[config.mk]
export PLATFORM = sky130hd
export DESIGN_NAME = cfa_top
export DESIGN_NICKNAME = d
export VERILOG_FILES = /design/src/cfa_pkg.sv /design/src/cfa_top.sv
export VERILOG_INCLUDE_DIRS = /design/src /design/src/src
export SDC_FILE = /design/constraint.sdc
export NUM_CORES = 1
export LEC_CHECK = 0
export BUFFER_PORTS_ARGS = -buffer_cell sky130_fd_sc_hd__buf_4
export CORE_ASPECT_RATIO = 0.75
export CORE_MARGIN = 2
export CORE_UTILIZATION = 56
export CTS_CLUSTER_DIAMETER = 50
export DETAILED_ROUTE_END_ITERATION = 7
export PLACE_DENSITY_LB_ADDON = 0.12
export SYNTH_ARGS = -nofsm -noshare
export SYNTH_HDL_FRONTEND = slang
export SYNTH_SLANG_ARGS = --single-unit
[constraint.sdc]
create_clock -name pclk -period 5.95 [get_ports pclk]
set_input_delay 0.595 -clock pclk [delete_from_list [all_inputs] [get_ports pclk]]
set_output_delay 0.595 -clock pclk [all_outputs]
set_load 0.02 [all_outputs]
[src/cfa_defs.svh]
`ifndef CFA_DEFS_SVH
`define CFA_DEFS_SVH

// ----------------------------------------
// Register offsets
// ----------------------------------------
`define CFA_OFF_CTRL 8'h00
`define CFA_OFF_STATUS 8'h04
`define CFA_OFF_FRAMES 8'h08
`define CFA_OFF_SKIP 8'h0c
`define CFA_OFF_ACQ_H 8'h10
`define CFA_OFF_ACQ_V 8'h14
`define CFA_OFF_ROI_H 8'h18
`define CFA_OFF_ROI_V 8'h1c
`define CFA_OFF_TRIG_START 8'h20
`define CFA_OFF_TRIG_DRIVE 8'h24
`define CFA_OFF_CC 8'h28
`define CFA_OFF_PG_PERIOD 8'h2c
`define CFA_OFF_PG_WIDTH 8'h30
`define CFA_OFF_PG_CTRL 8'h34
`define CFA_OFF_IRQ_STAT 8'h38
`define CFA_OFF_IRQ_MASK 8'h3c

// ----------------------------------------
// Field positions
// ----------------------------------------
`define CFA_CTRL_START 0
`define CFA_CTRL_ABORT 1
`define CFA_PG_GO 0
`define CFA_PG_TRAIN 1
`define CFA_PG_STOP 2
`define CFA_IRQ_DONE 0
`define CFA_IRQ_START 1
`define CFA_IRQ_FRAME 2

// ----------------------------------------
// Widths and reset values
// ----------------------------------------
`define CFA_NTRIG 8
`define CFA_NCC 4
`define CFA_DW 24
`define CFA_CW 16
`define CFA_NIRQ 3
`define CFA_RST_COUNT 16'hffff

`endif

[src/cfa_pkg.sv]
package cfa_pkg;

  // ----------------------------------------
  // Acquisition states
  // ----------------------------------------
  typedef enum logic [1:0] {cfa_idle, cfa_arm, cfa_capt} cfa_state_type;

endpackage

[src/cfa_top.sv]
// The implementer's own choices: register access over APB and the placing of the registers.
`timescale 1ns/1ps
`include "cfa_defs.svh"

module cfa_top
  import cfa_pkg::*;
(
  input wire logic pclk,
  input wire logic presetn,
  input wire logic [7:0] paddr,
  input wire logic psel,
  input wire logic penable,
  input wire logic pwrite,
  input wire logic [31:0] pwdata,
  output logic pready,
  output logic [31:0] prdata,
  output logic pslverr,
  input wire logic cam_pix_clk,
  input wire logic [`CFA_DW-1:0] cam_data,
  input wire logic cam_fval,
  input wire logic cam_lval,
  input wire logic cam_dval,
  input wire logic cam_spare,
  input wire logic [3:0] front_trigger_lines_in,
  output logic [3:0] front_trigger_lines_out,
  output logic [3:0] front_trigger_lines_oe,
  input wire logic [3:0] backplane_trigger_bus_in,
  output logic [3:0] backplane_trigger_bus_out,
  output logic [3:0] backplane_trigger_bus_oe,
  output logic [`CFA_NCC-1:0] camera_control_outputs,
  output logic [`CFA_DW-1:0] pix_out_data,
  output logic pix_out_spare,
  output logic pix_out_valid,
  output logic pix_out_frame_start,
  output logic acq_done,
  output logic irq
);

  // ----------------------------------------
  // Functions
  // ----------------------------------------
  function automatic logic cfa_in_win(input logic [`CFA_CW-1:0] idx,
                                      input logic [`CFA_CW-1:0] first,
                                      input logic [`CFA_CW-1:0] count);
    logic [`CFA_CW-1:0] rel;
    rel = idx - first;
    cfa_in_win = (idx >= first) && (rel < count);
  endfunction

  function automatic logic cfa_addr_ok(input logic [7:0] a);
    cfa_addr_ok = (a[1:0] == 2'h0) && (a <= `CFA_OFF_IRQ_MASK);
  endfunction

  // ----------------------------------------
  // Declarations
  // ----------------------------------------
  cfa_state_type state;
  logic [`CFA_CW-1:0] frame_total, skip_frames, frames_done, skipped;
  logic [`CFA_CW-1:0] acq_h_first, acq_h_count, acq_v_first, acq_v_count;
  logic [`CFA_CW-1:0] roi_h_first, roi_h_count, roi_v_first, roi_v_count;
  logic [`CFA_NTRIG-1:0] trig_en, trig_fall_sel, trig_dir, trig_pol, trig_level, trig_route;
  logic [`CFA_NCC-1:0] cc_level, cc_route;
  logic [31:0] pg_period, pg_width, pg_cnt;
  logic pg_run, pg_train, pg_level;
  logic [`CFA_NIRQ-1:0] irq_stat, irq_mask, irq_set;
  logic [28:0] link_s1, link_s2;
  logic pix_clk_d, pix_tick, fval_q, lval_q;
  logic s_fval, s_lval, s_dval, fval_rise, fval_fall, lval_rise, lval_fall, act;
  logic [`CFA_CW-1:0] pix_idx, line_idx, cur_pix, cur_line, rel_pix, rel_line;
  logic win_ok, arm_hit, cap_en, fwd, fs_pend, last_frame;
  logic [`CFA_NTRIG-1:0] trig_s1, trig_s2, trig_d, trig_cur, trig_prev, trig_edge;
  logic trig_hit, wr, wr_ok, sw_start, sw_abort, pg_go, pg_stop, done_evt;
  logic [`CFA_NTRIG-1:0] trig_drive;
  logic [31:0] rd_data;

  // ----------------------------------------
  // APB slave
  // ----------------------------------------
  assign pready = 1'b1;
  assign pslverr = psel & penable & ~cfa_addr_ok(paddr);
  assign wr = psel & penable & pwrite;
  assign wr_ok = wr & cfa_addr_ok(paddr);
  assign sw_start = wr_ok & (paddr == `CFA_OFF_CTRL) & pwdata[`CFA_CTRL_START];
  assign sw_abort = wr_ok & (paddr == `CFA_OFF_CTRL) & pwdata[`CFA_CTRL_ABORT];
  assign pg_go = wr_ok & (paddr == `CFA_OFF_PG_CTRL) & pwdata[`CFA_PG_GO];
  assign pg_stop = wr_ok & (paddr == `CFA_OFF_PG_CTRL) & pwdata[`CFA_PG_STOP];

  always_comb
  begin
    rd_data = 32'h0;
    unique case (paddr)
      `CFA_OFF_STATUS: rd_data = {frames_done, skipped[13:0], state};
      `CFA_OFF_FRAMES: rd_data = {16'h0, frame_total};
      `CFA_OFF_SKIP: rd_data = {16'h0, skip_frames};
      `CFA_OFF_ACQ_H: rd_data = {acq_h_count, acq_h_first};
      `CFA_OFF_ACQ_V: rd_data = {acq_v_count, acq_v_first};
      `CFA_OFF_ROI_H: rd_data = {roi_h_count, roi_h_first};
      `CFA_OFF_ROI_V: rd_data = {roi_v_count, roi_v_first};
      `CFA_OFF_TRIG_START: rd_data = {16'h0, trig_fall_sel, trig_en};
      `CFA_OFF_TRIG_DRIVE: rd_data = {trig_route, trig_level, trig_pol, trig_dir};
      `CFA_OFF_CC: rd_data = {24'h0, cc_route, cc_level};
      `CFA_OFF_PG_PERIOD: rd_data = pg_period;
      `CFA_OFF_PG_WIDTH: rd_data = pg_width;
      `CFA_OFF_PG_CTRL: rd_data = {30'h0, pg_train, pg_run};
      `CFA_OFF_IRQ_STAT: rd_data = {29'h0, irq_stat};
      `CFA_OFF_IRQ_MASK: rd_data = {29'h0, irq_mask};
      default: rd_data = 32'h0;
    endcase
  end

  always_ff @(posedge pclk or negedge presetn)
  begin
    if (!presetn)
      prdata <= 32'h0;
    else if (psel & ~penable)
      prdata <= rd_data;
  end

  // ----------------------------------------
  // Configuration registers
  // ----------------------------------------
  always_ff @(posedge pclk or negedge presetn)
  begin
    if (!presetn)
    begin
      frame_total <= 16'h0001;
      skip_frames <= 16'h0;
      acq_h_first <= 16'h0;
      acq_h_count <= `CFA_RST_COUNT;
      acq_v_first <= 16'h0;
      acq_v_count <= `CFA_RST_COUNT;
      roi_h_first <= 16'h0;
      roi_h_count <= `CFA_RST_COUNT;
      roi_v_first <= 16'h0;
      roi_v_count <= `CFA_RST_COUNT;
      trig_en <= 8'h0;
      trig_fall_sel <= 8'h0;
      {trig_route, trig_level, trig_pol, trig_dir} <= 32'h0;
      {cc_route, cc_level} <= 8'h0;
      pg_period <= 32'h0;
      pg_width <= 32'h0;
      irq_mask <= 3'h0;
    end
    else if (wr_ok)
    begin
      unique case (paddr)
        `CFA_OFF_FRAMES: frame_total <= pwdata[15:0];
        `CFA_OFF_SKIP: skip_frames <= pwdata[15:0];
        `CFA_OFF_ACQ_H: {acq_h_count, acq_h_first} <= pwdata;
        `CFA_OFF_ACQ_V: {acq_v_count, acq_v_first} <= pwdata;
        `CFA_OFF_ROI_H: {roi_h_count, roi_h_first} <= pwdata;
        `CFA_OFF_ROI_V: {roi_v_count, roi_v_first} <= pwdata;
        `CFA_OFF_TRIG_START: {trig_fall_sel, trig_en} <= pwdata[15:0];
        `CFA_OFF_TRIG_DRIVE: {trig_route, trig_level, trig_pol, trig_dir} <= pwdata;
        `CFA_OFF_CC: {cc_route, cc_level} <= pwdata[7:0];
        `CFA_OFF_PG_PERIOD: pg_period <= pwdata;
        `CFA_OFF_PG_WIDTH: pg_width <= pwdata;
        `CFA_OFF_IRQ_MASK: irq_mask <= pwdata[2:0];
        default:
        begin
        end
      endcase
    end
  end

  // ----------------------------------------
  // Camera link sampling
  // ----------------------------------------
  always_ff @(posedge pclk or negedge presetn)
  begin
    if (!presetn)
    begin
      link_s1 <= 29'h0;
      link_s2 <= 29'h0;
      pix_clk_d <= 1'b0;
    end
    else
    begin
      link_s1 <= {cam_pix_clk, cam_spare, cam_dval, cam_lval, cam_fval, cam_data};
      link_s2 <= link_s1;
      pix_clk_d <= link_s2[28];
    end
  end

  assign pix_tick = link_s2[28] & ~pix_clk_d;
  assign s_fval = link_s2[24];
  assign s_lval = link_s2[25];
  assign s_dval = link_s2[26];
  assign act = s_fval & s_lval & s_dval;
  assign fval_rise = s_fval & ~fval_q;
  assign fval_fall = ~s_fval & fval_q;
  assign lval_rise = s_lval & ~lval_q;
  assign lval_fall = ~s_lval & lval_q;
  assign cur_pix = lval_rise ? 16'h0 : pix_idx;
  assign cur_line = fval_rise ? 16'h0 : line_idx;
  assign rel_pix = cur_pix - acq_h_first;
  assign rel_line = cur_line - acq_v_first;

  always_ff @(posedge pclk or negedge presetn)
  begin
    if (!presetn)
    begin
      fval_q <= 1'b0;
      lval_q <= 1'b0;
      pix_idx <= 16'h0;
      line_idx <= 16'h0;
    end
    else if (pix_tick)
    begin
      fval_q <= s_fval;
      lval_q <= s_lval;
      if (lval_rise)
        pix_idx <= {15'h0, act};
      else if (act)
        pix_idx <= pix_idx + 16'h1;
      if (fval_rise)
        line_idx <= 16'h0;
      else if (lval_fall)
        line_idx <= line_idx + 16'h1;
    end
  end

  // ----------------------------------------
  // Window and region cropping
  // ----------------------------------------
  assign win_ok = cfa_in_win(cur_pix, acq_h_first, acq_h_count)
                & cfa_in_win(cur_line, acq_v_first, acq_v_count)
                & cfa_in_win(rel_pix, roi_h_first, roi_h_count)
                & cfa_in_win(rel_line, roi_v_first, roi_v_count);
  assign cap_en = (state == cfa_capt) | arm_hit;
  assign fwd = pix_tick & act & win_ok & cap_en;

  always_ff @(posedge pclk or negedge presetn)
  begin
    if (!presetn)
    begin
      pix_out_data <= 24'h0;
      pix_out_spare <= 1'b0;
      pix_out_valid <= 1'b0;
      pix_out_frame_start <= 1'b0;
      fs_pend <= 1'b0;
    end
    else
    begin
      pix_out_valid <= fwd;
      pix_out_frame_start <= fwd & (fs_pend | (pix_tick & fval_rise));
      if (fwd)
      begin
        pix_out_data <= link_s2[23:0];
        pix_out_spare <= link_s2[27];
      end
      if (fwd)
        fs_pend <= 1'b0;
      else if (pix_tick & fval_rise & cap_en)
        fs_pend <= 1'b1;
    end
  end

  // ----------------------------------------
  // Trigger inputs
  // ----------------------------------------
  always_ff @(posedge pclk or negedge presetn)
  begin
    if (!presetn)
    begin
      trig_s1 <= 8'h0;
      trig_s2 <= 8'h0;
      trig_d <= 8'h0;
    end
    else
    begin
      trig_s1 <= {backplane_trigger_bus_in, front_trigger_lines_in};
      trig_s2 <= trig_s1;
      trig_d <= trig_s2;
    end
  end

  assign trig_cur = trig_s2 ^ trig_pol;
  assign trig_prev = trig_d ^ trig_pol;
  assign trig_edge = trig_fall_sel & trig_prev & ~trig_cur
                   | ~trig_fall_sel & trig_cur & ~trig_prev;
  assign trig_hit = |(trig_en & ~trig_dir & trig_edge);

  // ----------------------------------------
  // Acquisition control
  // ----------------------------------------
  assign arm_hit = (state == cfa_arm) & pix_tick & fval_rise & (skipped == skip_frames);
  assign last_frame = (frame_total != 16'h0) & (16'(frames_done + 16'h1) == frame_total);
  assign done_evt = (state == cfa_capt) & ~sw_abort & pix_tick & fval_fall & last_frame;

  always_ff @(posedge pclk or negedge presetn)
  begin
    if (!presetn)
    begin
      state <= cfa_idle;
      skipped <= 16'h0;
      frames_done <= 16'h0;
    end
    else
    begin
      unique case (state)
        cfa_idle:
          if (sw_start | trig_hit)
          begin
            state <= cfa_arm;
            skipped <= 16'h0;
          end
        cfa_arm:
          if (sw_abort)
            state <= cfa_idle;
          else if (arm_hit)
          begin
            state <= cfa_capt;
            frames_done <= 16'h0;
          end
          else if (pix_tick & fval_rise)
            skipped <= skipped + 16'h1;
        cfa_capt:
          if (sw_abort)
            state <= cfa_idle;
          else if (pix_tick & fval_fall)
          begin
            frames_done <= frames_done + 16'h1;
            if (last_frame)
              state <= cfa_idle;
          end
      endcase
    end
  end

  // ----------------------------------------
  // Interrupts
  // ----------------------------------------
  assign irq_set = {(state == cfa_capt) & pix_tick & fval_fall, arm_hit, done_evt};

  always_ff @(posedge pclk or negedge presetn)
  begin
    if (!presetn)
    begin
      irq_stat <= 3'h0;
      acq_done <= 1'b0;
      irq <= 1'b0;
    end
    else
    begin
      if (wr_ok & (paddr == `CFA_OFF_IRQ_STAT))
        irq_stat <= (irq_stat & ~pwdata[2:0]) | irq_set;
      else
        irq_stat <= irq_stat | irq_set;
      acq_done <= done_evt;
      irq <= |(irq_stat & irq_mask);
    end
  end

  // ----------------------------------------
  // Pulse generator
  // ----------------------------------------
  assign pg_level = pg_run & (pg_cnt < pg_width);

  always_ff @(posedge pclk or negedge presetn)
  begin
    if (!presetn)
    begin
      pg_run <= 1'b0;
      pg_train <= 1'b0;
      pg_cnt <= 32'h0;
    end
    else if (pg_stop)
      pg_run <= 1'b0;
    else if (pg_go)
    begin
      pg_run <= 1'b1;
      pg_train <= pwdata[`CFA_PG_TRAIN];
      pg_cnt <= 32'h0;
    end
    else if (pg_run)
    begin
      if (pg_cnt >= 32'(pg_period - 32'h1))
      begin
        pg_cnt <= 32'h0;
        pg_run <= pg_train;
      end
      else
        pg_cnt <= pg_cnt + 32'h1;
    end
  end

  // ----------------------------------------
  // Trigger and camera control outputs
  // ----------------------------------------
  always_ff @(posedge pclk or negedge presetn)
  begin
    if (!presetn)
    begin
      trig_drive <= 8'h0;
      camera_control_outputs <= 4'h0;
    end
    else
    begin
      trig_drive <= ((trig_route & {8{pg_level}}) | (~trig_route & trig_level)) ^ trig_pol;
      camera_control_outputs <= (cc_route & {4{pg_level}}) | (~cc_route & cc_level);
    end
  end

  assign front_trigger_lines_out = trig_drive[3:0];
  assign front_trigger_lines_oe = trig_dir[3:0];
  assign backplane_trigger_bus_out = trig_drive[7:4];
  assign backplane_trigger_bus_oe = trig_dir[7:4];
endmodule

==> impl_results.md <==
- Post-synth top area share: 0.393
- WL/cell: 25.9 um
- Port-buffer cells: 163
- Skew-Pair Late Insertion Delay: 0.65 ns
- First-pass GRT wire length: 151 mm
- YS warnings: 0
- Sequential-to-total area share from yosys stat: 0.449
- DP HPWL: 76.6 mm
- Clock sink total: 545
- Hold Vio Cnt, Final: 3
- Non-Filler Instances: 3909
- Reg2reg path depth: 30
- Initial Utilization: 0.564
- Routed Antenna Nets: 0
- Pre-Repair DR Iteration Count: 8
- Routed WL: 101 mm
- Post-DP Area: 33700 um2
- Max-slew violation count: 0
- Ratio of cells with drive above 1 in the final layout: 0.299
- H-tree Lvls: 2
- Top cell by count, worst path: buf_4
- Peak per-stage delay on the critical path: 0.49 ns
- Top cell type by total area after synthesis: dfrtp_1
- Vias per cell: 6.42
- IO Pins: 165
- Simple-gate area share of the yosys netlist: 0.125
- Fmax: 164 MHz
- Die H: 206 um
- Worst path required time: 6.43 ns
- Largest family of logic cells by synthesized area: compound AO/OA/AOI/OAI gates
- Clock Skew: 0.0522 ns
- Cell variety after synth: 81
- Post-synth ARST share: 1.00
- Synth Area per Inst: 10.8 um2
- Tot GR Track Use: 0.360
- Dpl ws: -0.409 ns
- Tightest Hold Check Type: in2async
- CP endpoint kind: flip-flop
- Pin count of the biggest net entering global routing: 163
- Failing checks: DRC, hold timing, setup timing
- Final setup viols: 25
- Vias in the first global route: 24091
- Crit path kind: reg2reg
- Synth Area in Compound Gates: 0.128
- Setup TNS: -2.89 ns
- Final GP Congestion: 0.986
- CTS tree: yes
- DRT iter0 DRCs: 3047
- Initial antenna violation count: 1
- Dominant cells by area after synthesis: dfrtp_1 39%, mux2_2 11%, ha_1 8.0%
- Total grt overflow: 0
- Syn_nets: 3120
- Power Density: 250 nW/um2
- Cell Area, Synth: 30500 um2
- Min Tclk post-route: 6.08 ns
- Total power: 9.03 mW
- Clock root buffer: clkbuf_16
- Lkg Pwr: 17.0 nW
- Dpl cells: 3785
- Synth Area in XOR/XNOR: 0.0473
- Die W: 274 um
- Number of synthesized flops with an enable pin: 0
- Die ar.: 56400 um2
- Synthesis-stage register bit count: 545
- Data arrival time of the worst path: 6.57 ns
- RSZ-0062 raised after global routing: true
- Final Core Density: 0.668
- Row Count: 74
- Mux share of post-synthesis cell area: 0.126
- Core Box Area: 54200 um2
- Final instance area: 36200 um2
- Rel. slew slack: 0.255
- Commonest register cell after synthesis: dfrtp_1
- Adder-cell share of the synthesized area: 0.0829
- Max clock buf depth: 3
- Clock transition at path regs: 0.07 ns
- Crit-path leading delay family: simple AND/OR/NAND/NOR gates
- Peak supply drop: 0.289 mV
- Slack of the critical path: -0.135 ns
- Crit-path slowest cell: and4bb_4
- Antenna Cells: 0
- Outcome: finished with violations
- CTS Buf Count: 55
- Worst setup SP type: flip-flop
- DRC: 8
- Fin crit share: 1.02
- Fin Hold WS: -0.0125 ns
- Worst Tran Pin Value: 1.12 ns
- Via count: 25081
- Syn Inst Count: 2838
- Stages on worst setup path: 30
- Area Overhead vs Synth: 18.4%
- Nets: 3423
- Worst Path Max Fanout: 7
- Max Cap Viol: 0
- Worst path bufs/invs: 5
[worst paths after layout]
kind / startpoint / to / slack (ns)
min reg2reg: trig_s1[6] / trig_s2[6] / 0.34
max reg2reg: fval_q / pix_out_data[11] / -0.13
min: presetn / pg_cnt[29] / -0.01
max in group asynchronous: presetn / acq_h_first[6] / 4.47
max: fval_q / pix_out_data[11] / -0.13
min in group pclk: front_trigger_lines_in[2] / trig_s1[2] / 0.04
[worst reg2reg max path: cells and delay by family (launching register included)]
kind / cells / cell delay (ns)
multiplexers: 1 / 0.31
AO/OA/AOI/OAI: 9 / 1.48
AND/OR/NAND/NOR: 10 / 1.99
flip-flops: 1 / 0.41
adder cells (fa/ha/maj): 3 / 0.85
XOR/XNOR: 2 / 0.22
buffers and inverters: 5 / 0.70
[synth_stat cells, drive strengths merged (26+ instances only)]
| library cell | instances |
|---|---|
| nand2 | 145 |
| nor2 | 147 |
| dfstp | 65 |
| mux2i | 26 |
| mux2 | 313 |
| or3 | 27 |
| and3 | 27 |
| nand3 | 100 |
| nor3 | 42 |
| dfrtp | 480 |
| a22o | 58 |
| buf | 40 |
| nor2b | 29 |
| a21o | 37 |
| xnor2 | 109 |
| a22oi | 55 |
| clkbuf | 87 |
| o21ai | 81 |
| nand4 | 74 |
| nor4 | 26 |
| a222oi | 55 |
| and2 | 45 |
| inv | 195 |
| a21oi | 79 |
| xor2 | 56 |
| ha | 196 |
[cells by family after synthesis]
logic type,after synthesis
and+or+nand+nor,728
DFF,545
AOI/OAI and AO/OA,538
muxes,339
buffers and inverters,322
adders and majority gates,200
xor gates and xnor gates,165
other,1
[where the power goes]
part           leakage, nW  switching [mW]  internal (mW)
sequential            7.15          0.0544           3.77
combinational         8.95           0.873          0.655
clock                0.942            1.57           2.12
total                 17.0            2.49           6.54
[state kept, by name, summed over array words and instances (netlist names), 16 cells and up]
name / cells
skip_frames: 16
acq_v_first: 16
roi_v_first: 16
skipped: 16
roi_v_count: 16
frames_done: 16
link_s1: 29
prdata: 32
pg_period: 32
acq_h_first: 16
roi_h_first: 16
roi_h_count: 16
pix_idx: 16
acq_v_count: 16
line_idx: 16
pg_cnt: 32
frame_total: 16
pix_out_data: 24
link_s2: 29
pg_width: 32
acq_h_count: 16
[layout make-up]
| class | instances | area, um2 |
|---|---|---|
| Timing Repair Buffer | 372 | 2900 |
| Clock buffer | 73 | 1550 |
| Clock inverter | 30 | 382 |
| Inverter | 195 | 732 |
| Sequential cell | 545 | 13700 |
| Multi-Input combinational cell | 1972 | 16000 |
| Tap cell | 722 | 903 |
| Fill cell | 4277 | 18000 |
[layer usage]
metal | GRT usage | vias up | routed length, um
met5 | 0 | - | 11
met4 | 0.119 | 2 | 3500
met3 | 0.0798 | 188 | 10000
met2 | 0.514 | 1248 | 42100
met1 | 0.538 | 12658 | 45500
li1 | - | 10985 | -
[what timing repair did]
item / 4_1_cts / 5_1_grt
endpoints found under the setup margin: 28 / 28
resized for setup: 62 / 11
cloned: 3 / 0
hold buffers: 0 / 0
endpoints found under the hold margin: 0 / 0
setup buffers: 17 / 2
pin swaps: 49 / 7
[placed cells by master (no fill, tap or decap), types with 15 or more instances in the layout]
cell type and n:
dfrtp_1 480, nand2_1 141, mux2_2 288, a222oi_1 55, xnor2_1 104, nand4_1 74, nor2_1 135, a21oi_1 69
dfstp_2 65, a221oi_1 15, ha_1 187, mux2i_1 26, a31oi_1 21, nor2b_1 28, and2_1 42, buf_4 364
a21o_1 37, nand2b_1 15, or3_1 26, inv_1 194, nor3_1 34, and3_1 27, o21a_1 16, a22o_1 58
o21ai_0 73, nand3_1 100, nor4_1 24, a22oi_1 55, clkbuf_16 55, mux2_4 25, xor2_1 55
(Power assumes the default switching activity.)
